## src/anp_pkg.sv

```systemverilog
package anp_pkg;

  // ==========================================================
  // register map
  localparam logic [7:0]  ANP_TX_NP_OFFSET   = 8'hdc;
  localparam logic [7:0]  ANP_RX_NP_OFFSET   = 8'hde;

  // ==========================================================
  // next page field layout
  localparam int          ANP_MORE_PAGES_BIT = 15;
  localparam int          ANP_ACK_BIT        = 14;
  localparam int          ANP_MSG_PAGE_BIT   = 13;
  localparam int          ANP_COMPLY_BIT     = 12;
  localparam int          ANP_TOGGLE_BIT     = 11;
  localparam int          ANP_CODE_MSB       = 10;
  localparam int          ANP_CODE_WIDTH     = 11;

  // ==========================================================
  // reset values
  localparam logic [15:0] ANP_TX_NP_RESET    = 16'h8000;
  localparam logic [15:0] ANP_RX_NP_RESET    = 16'h8000;

  // ==========================================================
  // consistency count before acknowledge
  localparam int          ANP_MATCH_BURSTS   = 3;

endpackage : anp_pkg

```

## src/anp_next_page_regs.sv

```systemverilog
// What this block does
// transmit page bit 15 set means more next pages follow; clear marks the last.
// transmit page bit 13 set marks a message page, clear an unformatted page.
// transmit page bit 12 set means able to comply with the message.
// toggle bit inverts relative to the previously exchanged link code word.
// first next page toggle is the complement of base page bit 11.
// bits 10 to 0 carry the 11-bit code field, reset to zero.
// transmit register is read only; resets to more pages one, others zero.
// received partner page held in its own read only register; bit 15 resets one.
// received acknowledge bit set only after three consecutive consistent bursts.
`timescale 1ns/1ps
module anp_next_page_regs #(
  parameter int MATCH_BURSTS = anp_pkg::ANP_MATCH_BURSTS
) (
  input  wire logic        sys_clk,
  input  wire logic        sys_rst,
  // host register read port
  input  wire logic [7:0]  host_addr,
  input  wire logic        host_rd,
  output logic [15:0]      host_rdata,
  output logic             host_rvalid,
  // auto-negotiation engine, transmit side
  input  wire logic        an_restart,
  input  wire logic        np_load,
  input  wire logic        np_more_pages,
  input  wire logic        np_message_page,
  input  wire logic        np_comply_ack,
  input  wire logic [10:0] np_code,
  input  wire logic        base_page_done,
  input  wire logic        base_toggle,
  input  wire logic        np_exchanged,
  output logic [15:0]      tx_page_word,
  // auto-negotiation engine, receive side
  input  wire logic        burst_valid,
  input  wire logic [15:0] burst_word,
  output logic             rx_page_update
);

  // ==========================================================
  // transmit next page fields
  logic                             more_pages_flag;
  logic                             message_page_flag;
  logic                             comply_acknowledge;
  logic                             toggle;
  logic [anp_pkg::ANP_CODE_WIDTH-1:0] code_field;

  always_ff @(posedge sys_clk or posedge sys_rst) begin
    if (sys_rst) begin
      more_pages_flag    <= anp_pkg::ANP_TX_NP_RESET[anp_pkg::ANP_MORE_PAGES_BIT];
      message_page_flag  <= anp_pkg::ANP_TX_NP_RESET[anp_pkg::ANP_MSG_PAGE_BIT];
      comply_acknowledge <= anp_pkg::ANP_TX_NP_RESET[anp_pkg::ANP_COMPLY_BIT];
      code_field         <= anp_pkg::ANP_TX_NP_RESET[anp_pkg::ANP_CODE_MSB:0];
    end else if (np_load) begin
      more_pages_flag    <= np_more_pages;
      message_page_flag  <= np_message_page;
      comply_acknowledge <= np_comply_ack;
      code_field         <= np_code;
    end
  end

  // base page wins over an exchange in the same cycle: it starts a new sequence
  always_ff @(posedge sys_clk or posedge sys_rst) begin
    if (sys_rst) begin
      toggle <= anp_pkg::ANP_TX_NP_RESET[anp_pkg::ANP_TOGGLE_BIT];
    end else if (base_page_done) begin
      toggle <= ~base_toggle;
    end else if (np_exchanged) begin
      toggle <= ~toggle;
    end
  end

  // reserved bit 14 is always zero in the transmitted word
  wire [15:0] tx_word = {more_pages_flag, 1'b0, message_page_flag,
                         comply_acknowledge, toggle, code_field};

  assign tx_page_word = tx_word;

  // ==========================================================
  // received partner next page
  logic        match_pulse;
  logic [15:0] match_word;
  logic [15:0] rx_page;

  anp_burst_match #(
    .MATCH_BURSTS (MATCH_BURSTS)
  ) u_match (
    .sys_clk     (sys_clk),
    .sys_rst     (sys_rst),
    .restart     (an_restart),
    .burst_valid (burst_valid),
    .burst_word  (burst_word),
    .match_pulse (match_pulse),
    .match_word  (match_word)
  );

  // ack only shows once the burst run has agreed; a restart drops it
  // the update strobe rises with the new word, so a read it triggers never sees stale data
  always_ff @(posedge sys_clk or posedge sys_rst) begin
    if (sys_rst) begin
      rx_page        <= anp_pkg::ANP_RX_NP_RESET;
      rx_page_update <= 1'b0;
    end else if (an_restart) begin
      rx_page[anp_pkg::ANP_ACK_BIT] <= 1'b0;
      rx_page_update                <= 1'b0;
    end else begin
      rx_page_update <= match_pulse;
      if (match_pulse) begin
        rx_page                       <= match_word;
        rx_page[anp_pkg::ANP_ACK_BIT] <= 1'b1;
      end
    end
  end

  // ==========================================================
  // host read decode; writes do not exist, both registers read only
  wire hit_tx = (host_addr == anp_pkg::ANP_TX_NP_OFFSET);
  wire hit_rx = (host_addr == anp_pkg::ANP_RX_NP_OFFSET);
  wire [15:0] next_host_rdata = hit_tx ? tx_word :
                                hit_rx ? rx_page : 16'h0000;

  always_ff @(posedge sys_clk or posedge sys_rst) begin
    if (sys_rst) begin
      host_rdata  <= 16'h0000;
      host_rvalid <= 1'b0;
    end else begin
      host_rvalid <= host_rd;
      if (host_rd) begin
        host_rdata <= next_host_rdata;
      end
    end
  end

endmodule : anp_next_page_regs

```

## src/anp_burst_match.sv

```systemverilog
`timescale 1ns/1ps
// ==========================================================
// counts consecutive bursts whose words agree, ack bit ignored
module anp_burst_match #(
  parameter int MATCH_BURSTS = anp_pkg::ANP_MATCH_BURSTS
) (
  input  wire logic        sys_clk,
  input  wire logic        sys_rst,
  input  wire logic        restart,
  input  wire logic        burst_valid,
  input  wire logic [15:0] burst_word,
  output logic             match_pulse,
  output logic [15:0]      match_word
);

  localparam int CW = $clog2(MATCH_BURSTS + 1);

  logic [15:0] last_word;
  logic [CW-1:0] run_count;
  logic          have_last;

  wire  [15:0] ack_mask   = ~(16'h0001 << anp_pkg::ANP_ACK_BIT);
  wire         same_word  = have_last && ((burst_word & ack_mask) == (last_word & ack_mask));
  wire [CW-1:0] next_run_count = same_word ? run_count + CW'(1) : CW'(1);
  // a long agreeing run saturates so it cannot wrap back below the limit
  wire         at_limit   = (run_count == CW'(MATCH_BURSTS));
  wire         reach      = burst_valid && (next_run_count == CW'(MATCH_BURSTS))
                            && !(same_word && at_limit);

  always_ff @(posedge sys_clk or posedge sys_rst) begin
    if (sys_rst) begin
      last_word   <= 16'h0000;
      run_count   <= '0;
      have_last   <= 1'b0;
      match_pulse <= 1'b0;
      match_word  <= 16'h0000;
    end else if (restart) begin
      have_last   <= 1'b0;
      run_count   <= '0;
      match_pulse <= 1'b0;
    end else begin
      match_pulse <= reach;
      if (burst_valid) begin
        last_word <= burst_word;
        have_last <= 1'b1;
        if (!(same_word && at_limit)) begin
          run_count <= next_run_count;
        end
      end
      if (reach) begin
        match_word <= burst_word;
      end
    end
  end

endmodule : anp_burst_match

```

## config.mk

```make
export PLATFORM = sky130hd
export DESIGN_NAME = anp_next_page_regs
export DESIGN_NICKNAME = d
export VERILOG_FILES = /design/src/anp_pkg.sv /design/src/anp_next_page_regs.sv /design/src/anp_burst_match.sv
export SDC_FILE = /design/constraint.sdc
export NUM_CORES = 1
export LEC_CHECK = 0
export ABC_AREA = 1
export BUFFER_PORTS_ARGS = -buffer_cell sky130_fd_sc_hd__buf_2
export CAP_MARGIN = 20
export CORE_MARGIN = 4
export CORE_UTILIZATION = 50
export DETAILED_ROUTE_END_ITERATION = 10
export PLACE_DENSITY = 0.8
export SLEW_MARGIN = 0
export SYNTH_ARGS = -nofsm -noshare
export SYNTH_HDL_FRONTEND = slang
export SYNTH_HIERARCHICAL = 1
export SYNTH_SLANG_ARGS = --single-unit
```

## constraint.sdc

```tcl
create_clock -name sys_clk -period 1.7 [get_ports sys_clk]
set_clock_uncertainty 0.2 [all_clocks]
set_input_delay 0 -clock sys_clk [delete_from_list [all_inputs] [get_ports sys_clk]]
set_output_delay 0 -clock sys_clk [all_outputs]
set_load 0.03 [all_outputs]
```

==> out/qor.csv <==
metric;value;unit
power_density;774;nW/um2
grt_start_max_net_pins;35;
timing.final.ws_setup;-0.0876;ns
hold_class;in2async;
post_synth_inst_count;489;
power_frac_comb;17.7;%
worstSkewPairLatency;0.35;ns
row_count;32;
multi_input_area;1710;um2
cp_top_family;simple AND/OR/NAND/NOR gates;
critPathLaunchType;register;
critPathMostFrequentCell;nand2_1;
p_int;2.92;mW
grt_pass1_vias;3544;
cp.required;1.79;ns
clkSlewWorstSetupHoldPaths;0.09;ns
period_share;105;%
swShare;29.4;%
first_pass_iters;5;
mostFrequentLayoutCell;nand2_1;
io_buffers;78;
slowest_delay;0.40;ns
num_io_pins;81;
cts_inserted_buffers;9;
start_util;51.8;%
tritoncts;built;
htree_levels;3;
syn_area_per_cell;8.27;um2
fin_total_pwr;4.13;mW
clock_path_buffers;2;
root_buffer;clkbuf_8;
seqCellArea;2080;um2
leakage;2.92;nW
place_inst;657;
yosys_warnings;6;
seqPwrFrac;51.4;%
outcome;finished, violations left;
grt_pass1_wl;16300;um
chipWidth;98.0;um
ant_nets;0;
gr-total-overflow;0;
crit_path_end_kind;register;
slowest_stage;dfrtp_1;
wl_per_cell;13.1;um
drive_above_1_share;28.3;%
finalSetupViolCount;16;
crit_path_max_fanout;5;
die_h;98.0;um
antenna_found_initial;0;
violations;setup timing;
placed_area;4480;um2
crit_chain;nand2_1 > nand2_1 > nor2_1 > nand2_1 > nor2_2 > nand3_4 > nor2_8 > buf_4 > nand3_1 > nand2_1;
clkPwrFrac;30.9;%
rsz0062_at_grt;true;
stdcell_count;731;
track_usage;20.7;%
peakVddDrop;0.371;mV
drtIter0Drc;138;
critical_path_class;reg2reg;
cap_violations;0;
core_area;7810;um2
mostFrequentLayoutCells;202 x nand2_1, 81 x dfrtp_1, 78 x buf_2;
cts_sinks;83;
vias;3649;
fin_setup_tns;-1.10;ns
finalHoldViolCount;0;
crit_cells;10;
crit_buf_inv;1;
fmax;559;MHz
fill_cells;594;
final_max_slew_viol_count;0;
period_minus_slack;1.79;ns
antenna_cells;0;
route.detailed.drc;0;
place_hpwl;6350;um
wl;9610;um
die_area;9600;um2
switchingPower;1.22;mW
ff2ff_path_depth;10;
syn-num-nets;537;
syn_area;4050;um2
vias_per_cell;4.99;
design_area;5340;um2
crit_arrival;1.88;ns
gp_congestion;0.874;
fin_nets;672;
area_delta_synth_final;32.0;%
fin_hold_ws;0.0788;ns
[metal layers]
layer / wire length (um) / global-route usage, % / vias up
met5: 0 / 0 / -
met4: 121 / 5.75 / 0
met3: 717 / 5.86 / 15
met2: 4900 / 35.1 / 164
met1: 3870 / 26.0 / 1691
li1: - / - / 1779
[worst paths after layout]
kind / startpoint / end / slack, ns
setup / recovery: u_match/last_word[11] / u_match/match_word[5] / -0.09
hold / removal: sys_rst / u_match/last_word[12] / 0.08
setup reg to reg: u_match/last_word[11] / u_match/match_word[5] / -0.09
hold reg to reg: rx_page[15] / rx_page[15] / 0.27
max in group asynchronous: sys_rst / more_pages_flag / 0.15
min in group sys_clk: host_addr[5] / host_rdata[14] / 0.08
[metrics by stage]
step	util, %	setup WS [ns]
floorplan	-	0.0450
finish	68.4	-0.0876
detailed placement	57.3	-0.00919
global placement	57.3	0.0453
CTS	66.7	-0.00773
global route	68.4	-0.202
[registers in the layout, indices dropped and copies added, names as in the netlist]
| name | cells |
|---|---|
| u_match/last_word | 15 |
| u_match/run_count | 2 |
| u_match/match_word | 15 |
| u_match/have_last | 1 |
| code_field | 11 |
| host_rdata | 16 |
| message_page_flag | 1 |
| u_match/match_pulse | 1 |
| toggle | 1 |
| comply_acknowledge | 1 |
| rx_page_update | 1 |
| host_rvalid | 1 |
| rx_page | 16 |
| more_pages_flag | 1 |
[area by class of cell]
| cell class | instances | share of cell area [%] |
|---|---|---|
| flip-flops and latches | 83 | 38.9 |
| multi-input cells | 341 | 32.1 |
| repair buffers | 145 | 20.1 |
| inverters | 44 | 3.23 |
| clock buffers | 10 | 2.39 |
| well taps | 102 | 2.39 |
| clock inverters | 6 | 0.913 |
[power by group through the flow]
stage | logic, mW | clock network (mW) | registers (mW)
floorplan | 0.339 | 0 | 2.21
global placement | 0.547 | 0 | 2.15
detailed placement | 0.565 | 0 | 2.16
CTS | 0.689 | 1.32 | 2.12
global route | 0.805 | 1.40 | 2.14
finish | 0.731 | 1.28 | 2.13
[repair_timing]
action | 4_1_cts | 5_1_grt
buffers inserted | 0 | 2
hold buffers | 53 | 1
cloned | 0 | 2
setup endpoints to repair | 14 | 18
endpoints found under the hold margin | 164 | 2
pin swaps | 0 | 10
resized for setup | 6 | 31
[worst min-delay path, stage by stage]
cell and delay (ns):
dlygate4sd3_1 0.53, buf_2 0.12, inv_1 0.04, buf_4 0.37
Note: power is estimated with default switching activity, not from simulation.
